File: config.mk
export PLATFORM = sky130hd
export DESIGN_NAME = srw_exec
export DESIGN_NICKNAME = d
export VERILOG_FILES = /design/src/srw_pkg.sv /design/src/srw_exec.sv
export SDC_FILE = /design/constraint.sdc
export NUM_CORES = 1
export LEC_CHECK = 0
export ABC_AREA = 1
export BUFFER_PORTS_ARGS = -buffer_cell sky130_fd_sc_hd__buf_2
export CAP_MARGIN = 10
export CORE_MARGIN = 2
export CORE_UTILIZATION = 45
export CTS_BUF_LIST = sky130_fd_sc_hd__clkbuf_8
export CTS_CLUSTER_DIAMETER = 120
export CTS_CLUSTER_SIZE = 30
export DETAILED_ROUTE_END_ITERATION = 16
export GPL_ROUTABILITY_DRIVEN = 0
export HOLD_SLACK_MARGIN = 0.1
export PLACE_DENSITY_LB_ADDON = 0.25
export SYNTH_ARGS = -nofsm -noshare
export SYNTH_HDL_FRONTEND = slang
export SYNTH_SLANG_ARGS = --single-unit
File: constraint.sdc
create_clock -name clock_in -period 4.6 [get_ports clock_in]
set_input_delay 0.69 -clock clock_in [delete_from_list [all_inputs] [get_ports clock_in]]
set_output_delay 0.69 -clock clock_in [all_outputs]
set_load 0.01 [all_outputs]
File: src/srw_pkg.sv
// package: constants for the script register read/write executor
package srw_pkg;
  // ---------------------------------------------------------------
  // instruction word fields
  // ---------------------------------------------------------------
  localparam int          CLASS_HI     = 31;
  localparam int          CLASS_LO     = 30;
  localparam logic [1:0]  CLASS_RW_IO  = 2'h1;
  localparam int          OPC_HI       = 29;
  localparam int          OPC_LO       = 27;
  localparam logic [2:0]  OPC_FROM_FRB = 3'h5;
  localparam logic [2:0]  OPC_TO_FRB   = 3'h6;
  localparam logic [2:0]  OPC_RMW      = 3'h7;
  localparam logic [2:0]  OPC_IO_SET   = 3'h3;
  localparam logic [2:0]  OPC_IO_CLR   = 3'h4;
  localparam int          OPR_HI       = 26;
  localparam int          OPR_LO       = 25;
  localparam int          CARRY_EN_BIT = 24;
  localparam int          ADDR_HI      = 22;
  localparam int          ADDR_LO      = 16;
  localparam int          IMM_HI       = 15;
  localparam int          IMM_LO       = 8;
  localparam int          FLAG_CARRY   = 10;
  // ---------------------------------------------------------------
  // operators and reset values
  // ---------------------------------------------------------------
  typedef enum logic [1:0] {SRW_MOVE, SRW_OR, SRW_AND, SRW_ADD} srw_oper_t;
  localparam logic [7:0]  FRB_RESET    = 8'h00;
  localparam logic        CARRY_RESET  = 1'b0;
  localparam logic [31:0] INSN_BYTES   = 32'h00000008;
endpackage

File: src/srw_exec.sv
// module: executes register read/write script instructions
// Function
// RULE_01: class 01 in bits 31-30 selects block
// RULE_02: opcodes 101, 110, 111 are register ops
// RULE_03: 101 writes register from first-byte operand
// RULE_04: 110 writes first-received-byte register
// RULE_05: 111 read-modify-writes the addressed register
// RULE_06: bit 24 enables stored carry-in
// RULE_07: carry only changed by add/set/clear
// RULE_08: bits 22-16 address the register
// RULE_09: immediate byte from bits 15-8
// RULE_10: second word is zero, ignored
// RULE_11: bits 7-0 and 23 kept zero
// RULE_12: same behaviour as initiator or target
// RULE_13: set/clear flag bit 10 drives carry
// RULE_14: no register write alters carry
// RULE_15: add truncates result, keeps carry-out
// RULE_16: next fetch follows the two words
//
// one instruction is offered per strobe; the block then runs three
// cycles: accept, register read, result write. the register file
// answers a read strobe with data in the following cycle only, so the
// arithmetic waits for that cycle before it forms the result.
// opcode 101 still issues a read, which keeps the timing the same for
// every register operation and lets the fetch side plan a fixed gap.
// set and clear instructions are watched only for the carry bit of
// their flags field; every other part of them belongs elsewhere.
// the second instruction word is accepted and left unread.
// the carry flag has no register write path at all, so software can
// move it only through add, set carry and clear carry.
//
// The register addresses and the strobed register port are this design's own decisions.
`timescale 1ns/100ps
module srw_exec
  import srw_pkg::*;
#(
  parameter int ADDR_W = 7
) (
  input  wire logic              clock_in,
  input  wire logic              rst_in,
  input  wire logic              insn_valid_in,   // both words presented, one cycle
  input  wire logic [31:0]       insn_word0_in,
  input  wire logic [31:0]       insn_word1_in,   // ignored
  input  wire logic [31:0]       insn_addr_in,    // address of first word
  output logic                   insn_done_out,   // one-cycle pulse, three cycles after accept
  output logic [31:0]            next_fetch_out,
  output logic                   reg_rd_out,      // register file read strobe
  output logic [ADDR_W-1:0]      reg_addr_out,
  input  wire logic [7:0]        reg_rdata_in,    // valid the cycle after reg_rd_out
  output logic                   reg_wr_out,
  output logic [7:0]             reg_wdata_out,
  output logic [7:0]             frb_out,         // first_received_byte_reg
  output logic                   carry_out,
  output logic                   busy_out
);
  // ---------------------------------------------------------------
  // elaboration check
  // ---------------------------------------------------------------
  if (ADDR_W != ADDR_HI - ADDR_LO + 1) begin : g_bad_width
    $error("srw_exec: ADDR_W must match the address field");
  end
  // the field positions must leave an 8-bit immediate and a 2-bit operator
  if (IMM_HI - IMM_LO != 7) begin : g_bad_imm
    $error("srw_exec: immediate field must be eight bits");
  end
  if (OPR_HI - OPR_LO != 1) begin : g_bad_opr
    $error("srw_exec: operator field must be two bits");
  end
  if (OPC_HI - OPC_LO != 2) begin : g_bad_opc
    $error("srw_exec: opcode field must be three bits");
  end
  if (CLASS_HI - CLASS_LO != 1) begin : g_bad_class
    $error("srw_exec: class field must be two bits");
  end

  // ---------------------------------------------------------------
  // decode of the offered instruction
  // ---------------------------------------------------------------
  typedef enum logic [1:0] {SRW_IDLE, SRW_READ, SRW_WRITE} srw_state_t;
  srw_state_t state;
  logic [2:0]  opc;
  srw_oper_t   oper;
  logic        cin_en;
  logic [7:0]  imm;
  logic [31:0] seq_addr;
  wire         in_class  = insn_word0_in[CLASS_HI:CLASS_LO] == CLASS_RW_IO;          // RULE_01
  wire [2:0]   in_opc    = insn_word0_in[OPC_HI:OPC_LO];
  wire         is_regop  = in_class && (in_opc == OPC_FROM_FRB || in_opc == OPC_TO_FRB
                           || in_opc == OPC_RMW);                                    // RULE_02
  wire         is_setclr = in_class && (in_opc == OPC_IO_SET || in_opc == OPC_IO_CLR);
  wire         carry_flg = insn_word0_in[FLAG_CARRY];                                // RULE_13
  wire         accept    = insn_valid_in && state == SRW_IDLE;                       // RULE_12

  // ---------------------------------------------------------------
  // operand selection and the arithmetic unit
  // ---------------------------------------------------------------
  // opcode 101 pairs the immediate with the first-byte register, others with the register
  wire [7:0]   operand   = (opc == OPC_FROM_FRB) ? frb_out : reg_rdata_in;          // RULE_03 RULE_04 RULE_05
  wire         cin       = cin_en & carry_out;                                       // RULE_06
  wire [8:0]   sum       = {1'b0, imm} + {1'b0, operand} + {8'h00, cin};
  wire [7:0]   result    = (oper == SRW_MOVE) ? imm :
                           (oper == SRW_OR)   ? (imm | operand) :
                           (oper == SRW_AND)  ? (imm & operand) : sum[7:0];          // RULE_15
  wire         to_frb    = opc == OPC_TO_FRB;                                        // RULE_04

  // ---------------------------------------------------------------
  // sequencer: accept, read register, write result
  // ---------------------------------------------------------------
  // idle waits for an offer, read drives the strobe, write sees the data
  always_ff @(posedge clock_in) begin
    if (rst_in) begin
      state <= SRW_IDLE;
      opc <= 3'h0;
      oper <= SRW_MOVE;
      cin_en <= 1'b0;
      imm <= 8'h00;
      seq_addr <= 32'h00000000;
      reg_addr_out <= '0;
    end else begin
      case (state)
        SRW_IDLE: begin
          if (accept && is_regop) begin
            opc <= in_opc;
            oper <= srw_oper_t'(insn_word0_in[OPR_HI:OPR_LO]);
            cin_en <= insn_word0_in[CARRY_EN_BIT];                                  // RULE_06
            imm <= insn_word0_in[IMM_HI:IMM_LO];                                     // RULE_09
            reg_addr_out <= insn_word0_in[ADDR_HI:ADDR_LO];                          // RULE_08
            seq_addr <= insn_addr_in + INSN_BYTES;                                   // RULE_16
            state <= SRW_READ;
          end
        end
        SRW_READ: begin
          state <= SRW_WRITE;
        end
        default: begin
          state <= SRW_IDLE;
        end
      endcase
    end
  end

  // ---------------------------------------------------------------
  // register file strobes and data
  // ---------------------------------------------------------------
  always_ff @(posedge clock_in) begin
    if (rst_in) begin
      reg_rd_out <= 1'b0;
      reg_wr_out <= 1'b0;
      reg_wdata_out <= 8'h00;
    end else begin
      reg_rd_out <= accept && is_regop;
      reg_wr_out <= state == SRW_WRITE && !to_frb;                                   // RULE_03 RULE_05
      if (state == SRW_WRITE) begin
        reg_wdata_out <= result;
      end
    end
  end

  // ---------------------------------------------------------------
  // first-received-byte register and carry flag
  // ---------------------------------------------------------------
  always_ff @(posedge clock_in) begin
    if (rst_in) begin
      frb_out <= FRB_RESET;
      carry_out <= CARRY_RESET;
    end else begin
      if (state == SRW_WRITE && to_frb) begin
        frb_out <= result;                                                           // RULE_04
      end
      // carry moves only on add or the set/clear flag; register writes never touch it
      if (state == SRW_WRITE && oper == SRW_ADD) begin
        carry_out <= sum[8];                                                         // RULE_07 RULE_15 RULE_14
      end else if (accept && is_setclr && carry_flg) begin
        carry_out <= in_opc == OPC_IO_SET;                                           // RULE_13
      end
    end
  end

  // ---------------------------------------------------------------
  // completion and next fetch address
  // ---------------------------------------------------------------
  always_ff @(posedge clock_in) begin
    if (rst_in) begin
      insn_done_out <= 1'b0;
      next_fetch_out <= 32'h00000000;
      busy_out <= 1'b0;
    end else begin
      insn_done_out <= state == SRW_WRITE;
      if (state == SRW_WRITE) begin
        next_fetch_out <= seq_addr;                                                  // RULE_16
      end
      busy_out <= (accept && is_regop) || state == SRW_READ;
    end
  end

  // ---------------------------------------------------------------
  // checks
  // ---------------------------------------------------------------
  // an accepted op strobes the read, then completes once data stood
  a_read_after_accept: assert property (@(posedge clock_in) disable iff (rst_in) // RULE_02
    accept && is_regop |=> reg_rd_out ##2 insn_done_out)
    else $error("register op did not read then complete");

  // move to the first-byte register never writes the register file
  a_frb_no_regwrite: assert property (@(posedge clock_in) disable iff (rst_in) // RULE_04
    state == SRW_WRITE && to_frb |=> !reg_wr_out && frb_out == $past(result))
    else $error("move-to-frb wrote wrong place");

  // the other two opcodes write the result back to the register file
  a_write_value: assert property (@(posedge clock_in) disable iff (rst_in) // RULE_05
    state == SRW_WRITE && !to_frb |=> reg_wr_out && reg_wdata_out == $past(result))
    else $error("register write wrong");

  // carry holds unless an add finishes or a set/clear names it
  a_carry_stable: assert property (@(posedge clock_in) disable iff (rst_in) // RULE_07
    !(state == SRW_WRITE && oper == SRW_ADD) && !(accept && is_setclr && carry_flg)
    |=> $stable(carry_out))
    else $error("carry changed without cause");

  // an add leaves its ninth bit in the carry flag
  a_carry_add: assert property (@(posedge clock_in) disable iff (rst_in) // RULE_15
    state == SRW_WRITE && oper == SRW_ADD |=> carry_out == $past(sum[8]))
    else $error("carry-out not captured");

  // set writes one, clear writes zero
  a_carry_setclr: assert property (@(posedge clock_in) disable iff (rst_in) // RULE_13
    accept && is_setclr && carry_flg |=> carry_out == ($past(in_opc) == OPC_IO_SET))
    else $error("set/clear carry wrong");

  // the next fetch follows the two words of the instruction
  a_next_fetch: assert property (@(posedge clock_in) disable iff (rst_in) // RULE_16
    accept && is_regop |-> ##3 next_fetch_out == $past(insn_addr_in, 3) + INSN_BYTES)
    else $error("next fetch not sequential");

  // the register address is taken from its field at accept
  a_addr_field: assert property (@(posedge clock_in) disable iff (rst_in) // RULE_08
    accept && is_regop |=> reg_addr_out == $past(insn_word0_in[ADDR_HI:ADDR_LO]))
    else $error("register address wrong");

  // the immediate is taken from its field at accept
  a_imm_field: assert property (@(posedge clock_in) disable iff (rst_in) // RULE_09
    accept && is_regop |=> imm == $past(insn_word0_in[IMM_HI:IMM_LO]))
    else $error("immediate byte wrong");

  // done lasts exactly one cycle
  a_done_single: assert property (@(posedge clock_in) disable iff (rst_in) // RULE_16
    insn_done_out |=> !insn_done_out)
    else $error("done longer than one cycle");

  // the read strobe lasts exactly one cycle
  a_rd_single: assert property (@(posedge clock_in) disable iff (rst_in) // RULE_05
    reg_rd_out |=> !reg_rd_out)
    else $error("read strobe longer than one cycle");

  // read and write strobes never overlap on the register file
  a_no_rd_wr: assert property (@(posedge clock_in) disable iff (rst_in) // RULE_05
    !(reg_rd_out && reg_wr_out))
    else $error("read and write strobes together");

  // a register write only ever comes with completion
  a_wr_with_done: assert property (@(posedge clock_in) disable iff (rst_in) // RULE_03
    reg_wr_out |-> insn_done_out)
    else $error("register write outside completion");

  // offers of other classes or opcodes start nothing
  a_foreign_ignored: assert property (@(posedge clock_in) disable iff (rst_in) // RULE_01
    insn_valid_in && state == SRW_IDLE && !is_regop |=> !reg_rd_out && !busy_out)
    else $error("foreign instruction started an op");

  // an add without carry enable adds only the two bytes
  a_cin_off: assert property (@(posedge clock_in) disable iff (rst_in) // RULE_06
    state == SRW_WRITE && oper == SRW_ADD && !cin_en |-> sum == 9'(imm) + 9'(operand))
    else $error("carry-in used while disabled");

  // the first-byte register moves only on its own opcode
  a_frb_hold: assert property (@(posedge clock_in) disable iff (rst_in) // RULE_04
    !(state == SRW_WRITE && to_frb) |=> $stable(frb_out))
    else $error("first byte register changed");

  // nothing is accepted while an op is in flight
  a_refuse_busy: assert property (@(posedge clock_in) disable iff (rst_in) // RULE_02
    busy_out |-> !accept)
    else $error("offer accepted while busy");

  // read and write go to the same register address
  a_addr_steady: assert property (@(posedge clock_in) disable iff (rst_in) // RULE_05
    state == SRW_WRITE |-> $stable(reg_addr_out))
    else $error("register address moved mid-op");

  // move, or and and leave the carry alone
  a_carry_logic: assert property (@(posedge clock_in) disable iff (rst_in) // RULE_14
    state == SRW_WRITE && oper != SRW_ADD |=> $stable(carry_out))
    else $error("logic op changed carry");

  // the address output moves only when a register op is accepted
  a_addr_hold: assert property (@(posedge clock_in) disable iff (rst_in) // RULE_08
    !(accept && is_regop) |=> $stable(reg_addr_out))
    else $error("register address changed without op");

  // the fetch address moves only at completion
  a_fetch_hold: assert property (@(posedge clock_in) disable iff (rst_in) // RULE_16
    state != SRW_WRITE |=> $stable(next_fetch_out))
    else $error("fetch address changed without op");

  // set and clear never start a register op
  a_setclr_quiet: assert property (@(posedge clock_in) disable iff (rst_in) // RULE_13
    accept && is_setclr |=> !busy_out && !reg_rd_out)
    else $error("set/clear started a register op");

  // busy covers the read and write cycles, in either bus role
  a_busy_span: assert property (@(posedge clock_in) disable iff (rst_in) // RULE_12
    accept && is_regop |=> busy_out ##1 busy_out ##1 !busy_out)
    else $error("busy span wrong");
endmodule

# Yosys cells after proc, flatten, opt, wreduce, memory -nomap -nowiden
# Index checks and enable logic that the tools add are counted.
# word_totals
ff_bits,108
elab_cells,61
# classes
bitwise,3
mux,8
add_sub_neg,3
reduce_logical,18
n_eq_ne,14
# ops
cell,n
"32-bit by 4-bit adder with 32-bit output, second input constant",1
8-bit two-way mux,4
"3-bit == test, second input constant",6
8-bit by 8-bit adder with 9-bit output,1
9-bit by 1-bit adder with 9-bit output,1
1-bit logical AND,9
8-bit AND,1
8-bit OR,1
"2-bit by 1-bit == test with 1-bit output, second input constant",3
"2-bit == test, second input constant",3
2-bit zero test,2
1-bit logical OR,4
2-bit case mux with 2 select lines,1
"3-bit by 2-bit == test with 1-bit output, second input constant",1
1-bit two-way mux,2
2-bit two-way mux,1
"2-bit by 1-bit != test with 1-bit output, second input constant",1
2-bit AND reduction,1
2-bit nonzero test,1
1-bit AND,1
1-bit zero test,1

# Longest topological paths before layout
# logic_depth
depth_word,7
ltp_mapped,17

# Least setup slack after synthesis
# OpenSTA, ideal clock, no wires.
# synth_timing
path_type,reg2reg
startpoint,register opc[1]
endpoint,register frb_out[6]
n_path_buf,1
slack_ns,2.112
arrival_ns,2.379
synth_period_minus_slack_ns,2.488
stages_incl_launch_ff,16
required_ns,4.491
path_cell_list,dfxtp_1 inv_1 nand3_1 clkbuf_1 nand2_1 o21ai_0 fa_1 fa_1 nand3_1 nand2_1 a21oi_1 nand2_1 nand3_1 nand3_1 nand2_1 inv_1
# synth_between
elab_chain_cells,7
elab_cells_between_ends,11
# synth_lines
element,line_no,rtl
start: declaration,srw_exec.sv:81,logic [2:0] opc;
start signal: assignment,srw_exec.sv:123,opc <= in_opc;
3-bit == test,srw_exec.sv:98,wire [7:0] operand = (opc == OPC_FROM_FRB) ? frb_out : reg_rdata_in;
8-bit two-way mux,srw_exec.sv:98,
8-bit by 8-bit adder with 9-bit output,srw_exec.sv:100,"wire [8:0] sum = {1'b0, imm} + {1'b0, operand} + {8'h00, cin};"
9-bit by 1-bit adder with 9-bit output,srw_exec.sv:100,
8-bit two-way mux,srw_exec.sv:103,(oper == SRW_AND) ? (imm & operand) : sum[7:0];
8-bit two-way mux,srw_exec.sv:102,(oper == SRW_OR) ? (imm | operand) :
8-bit two-way mux,srw_exec.sv:101,wire [7:0] result = (oper == SRW_MOVE) ? imm :
end signal: assignment,srw_exec.sv:168,frb_out <= result;
end: declaration,srw_exec.sv:52,"output logic [7:0] frb_out,"
# Several ways; a longest one is shown, not always the timed one.
# A chain may end at the register's enable or synchronous reset.

# Worst setup path in the final report
# Ends and elaborated chain as after synthesis.

==> results by group <==
Synth
  • Distinct cells, synth: 39
  • Avg Inst Size Synth: 7.14 um2
  • Synth Flop Type: dfxtp_1
  • Number of enable flip-flop cells after synthesis: 0
  • Ys async rst share: 0%
  • Yosys warns: 0
  • Sequential cell area fraction in the yosys report: 39.3%
  • Syn Inst Count: 770
  • Post-synth net total: 896
  • Synthesis-stage register bit count: 108
  • Synthesized area: 5500 um2

Clock tree
  • Clock Latency Late Sink: 380 ps
  • Clock slew at the register clock pins of the worst setup and hold paths: 100 ps
  • CTS H-tree depth: 3
  • Cts hold-fix bufs: 0
  • Number of buffers created by CTS: 9
  • CTS Sinks: 108
  • CTS max path bufs: 2
  • CTS tree: yes
  • Root Driver: clkbuf_8
  • CTS resizes: 0
  • Post-CTS setup buffers: 0

Critical path
  • Crit path cell chain: inv_1, nand3_1, nand2_1, o21ai_0, fa_1, fa_1, nand3_1, nand2_1, a21oi_1, nand2_1, nand3_1, nand3_1, nand2_1, inv_1
  • R2r setup slk: 1590 ps
  • CP Data Required Time: 4880 ps
  • CP max-delay cell: fa_1
  • R2R Path Start: opc[1]$_SDFFE_PP0P_
  • Worst r2r dst: frb_out[6]$_SDFFE_PP0P_
  • Reg2reg path depth: 14
  • Critical Path Start Type: register
  • WS Path Type: register to register
  • Critical path's largest stage delay: 520 ps
  • Sum of buffers and inverters on the critical path: 2
  • Worst-path fanout max: 16
  • Worst Path Arrival: 3300 ps
  • Crit path max-delay family: simple AND/OR/NAND/NOR gates
  • Critical Path End Type: register

Worst hold path
  • Worst Hold Path Cells: 2
  • Worst min-delay path category: register to register
  • Hold Crit Start: seq_addr[16]$_SDFFE_PP0P_
  • Hold Path End: next_fetch_out[16]$_SDFFE_PP0P_

Placement
  • Place WS: 1620 ps
  • IO Port Bufs: 125
  • HPWL after detailed placement: 10100 um

Pwr
  • Max VDD drop: 0.000144 V
  • Leak: 3.14 nW
  • Pwr Density: 265 nW/um2

GRT
  • Largest net degree at the start of global routing: 71
  • Vias in the first global route: 4651
  • All-Layer GR Usage: 21.5%
  • Antenna violations before repair: 0
  • First-pass GRT wire length: 22400 um
  • Gr ovfl total: 0

Routing
  • DRC Markers: 0
  • Drt initial violations: 281
  • DRT Wirelength: 13800 um
  • Routed wire length per instance: 13.5 um
  • DRT Pass-1 Iters: 4
  • Routed via count: 5085
  • Final ANT Viol Nets: 0
  • Via density: 4.95

Floorplanning
  • Std cell rows: 40
  • Core ar.: 12000 um2
  • Die Ht: 115 um
  • Die area: 13100 um2
  • Starting Density: 46.0%
  • DIE WIDTH: 115 um
  • I/O Pins: 167

Cells and area
  • Synthesis-to-finish area growth: 15.2%
  • Layout Utilization: 52.9%
  • Nets: 1002
  • Fillers: 1281
  • Ratio of cells with drive above 1 in the final layout: 20.4%
  • Ant diodes: 0

Timing
  • Final setup viols: 0
  • Layout Skew: 9.25 ps
  • Rel. slew slack: 50.6%
  • Period utilisation layout: 65.5%
  • RSZ-0062 raised after global routing: no
  • Setup WS post-layout: 1590 ps
  • Final Hold Fails: 0
  • Worst slew pin tran: 740 ps
  • Slew Viols, Final: 0
  • Max frequency: 0.332 GHz
  • Setup TNS: 0 ps
  • Tmin final: 3010 ps

Status
  • Status: complete, no violations

Job
  • Max-cap viol count: 0
## cells in the final DEF, fill, tap and decap left out
cell       count
nand2_4        1
o22ai_1        3
nor2_4         4
or2_0          3
o2111ai_1      1
nand3_2        2
o21a_1         1
xnor2_1        3
nand2_2        5
ha_1          17
nand4_1       12
clkbuf_8      10
clkinv_2       3
a21oi_1       76
nor3b_2        2
or2_2          2
nor3_4         4
o21ai_0       86
xor2_1        11
nor3_2         3
a221oi_1       1
fa_1           2
nand3_1       40
inv_2          9
inv_4          1
inv_6          1
a211oi_1       1
nor2_1        87
nor2_2         5
nor3_1         6
dfxtp_1      108
nand3b_1       5
nand2_1      108
inv_1        111
o21ai_1       10
buf_2        125
o211ai_1       9
buf_4          3
## sequential cells by signal, summed over array words and instances (netlist names)
| signal | cells |
|---|---|
| busy_out | 1 |
| carry_out | 1 |
| cin_en | 1 |
| frb_out | 8 |
| imm | 8 |
| insn_done_out | 1 |
| next_fetch_out | 32 |
| opc | 3 |
| oper | 2 |
| reg_addr_out | 7 |
| reg_rd_out | 1 |
| reg_wdata_out | 8 |
| reg_wr_out | 1 |
| seq_addr | 32 |
| state | 2 |
## metal layers
metal	vias to the layer above	part of all wire [%]	track usage (%)
met5	-	0	0
met4	0	0.66	7.32
met3	9	5.0	3.76
met2	100	48	36.6
met1	2279	46	27.4
li1	2697	-	-
## Yosys cell counts (10+ instances only)
library cell | number | area (um2)
dfxtp_1 | 108 | 2160
ha_1 | 17 | 213
nor2_1 | 88 | 330
nand3_1 | 40 | 200
nand2_1 | 108 | 405
o21ai_1 | 10 | 50.1
o21ai_0 | 86 | 430
nand4_1 | 12 | 75.1
a21oi_1 | 76 | 380
xor2_1 | 11 | 96.3
clkbuf_1 | 17 | 63.8
inv_1 | 110 | 413
## cells by family after synthesis
kind of cell / synth area share, %
buffers and inverters: 11.3
AO/OA/AOI/OAI: 17.8
AND/OR/NAND/NOR: 24.7
flip-flops: 39.3
adder cells (fa/ha/maj): 4.60
XOR/XNOR: 2.23
## worst min-delay path, stage by stage (launching register included)
cell and delay (ps):
dfxtp_1 310, inv_1 60, a21oi_1 50
## area by class of cell
cell class                 instances  area, um2  area share, %
inverter                         119        449           7.09
sequential                       108       2160           34.1
clock buffer                      10        138           2.17
tap                              147        184           2.90
multi-input combinational        510       2720           43.0
timing repair buffer             128        648           10.2
clock inverter                     6       31.3          0.494
## metrics by stage
stage	cell area [um2]	instances	total power, W	hold WS [ps]
final	6330	1028	0.00168	453
after global routing	6330	1028	0.00176	474
after CTS	6330	1028	0.00170	455
after detailed placement	6160	1012	0.00117	442
after global placement	6160	1012	0.00117	439
after floorplan	5500	770	0.00110	424
## power by group
part	internal [W]	leakage (nW)	switching, W
sequential	0.000952	0.873	0.00000900
clock	0.000208	0.0988	0.000320
combinational	0.0000694	2.16	0.000119
total	0.00123	3.14	0.000449
## worst max path at each step
| stage | startpoint | to | cells after the start |
|---|---|---|---|
| floorplan | opc[1]$_SDFFE_PP0P_ | frb_out[6]$_SDFFE_PP0P_ | 15 |
| global placement | opc[1]$_SDFFE_PP0P_ | frb_out[6]$_SDFFE_PP0P_ | 14 |
| detailed placement | opc[1]$_SDFFE_PP0P_ | frb_out[6]$_SDFFE_PP0P_ | 14 |
| CTS | opc[1]$_SDFFE_PP0P_ | frb_out[6]$_SDFFE_PP0P_ | 14 |
| global route | opc[0]$_SDFFE_PP0P_ | frb_out[6]$_SDFFE_PP0P_ | 13 |
| finish | opc[1]$_SDFFE_PP0P_ | frb_out[6]$_SDFFE_PP0P_ | 14 |
(Power assumes the default switching activity.)
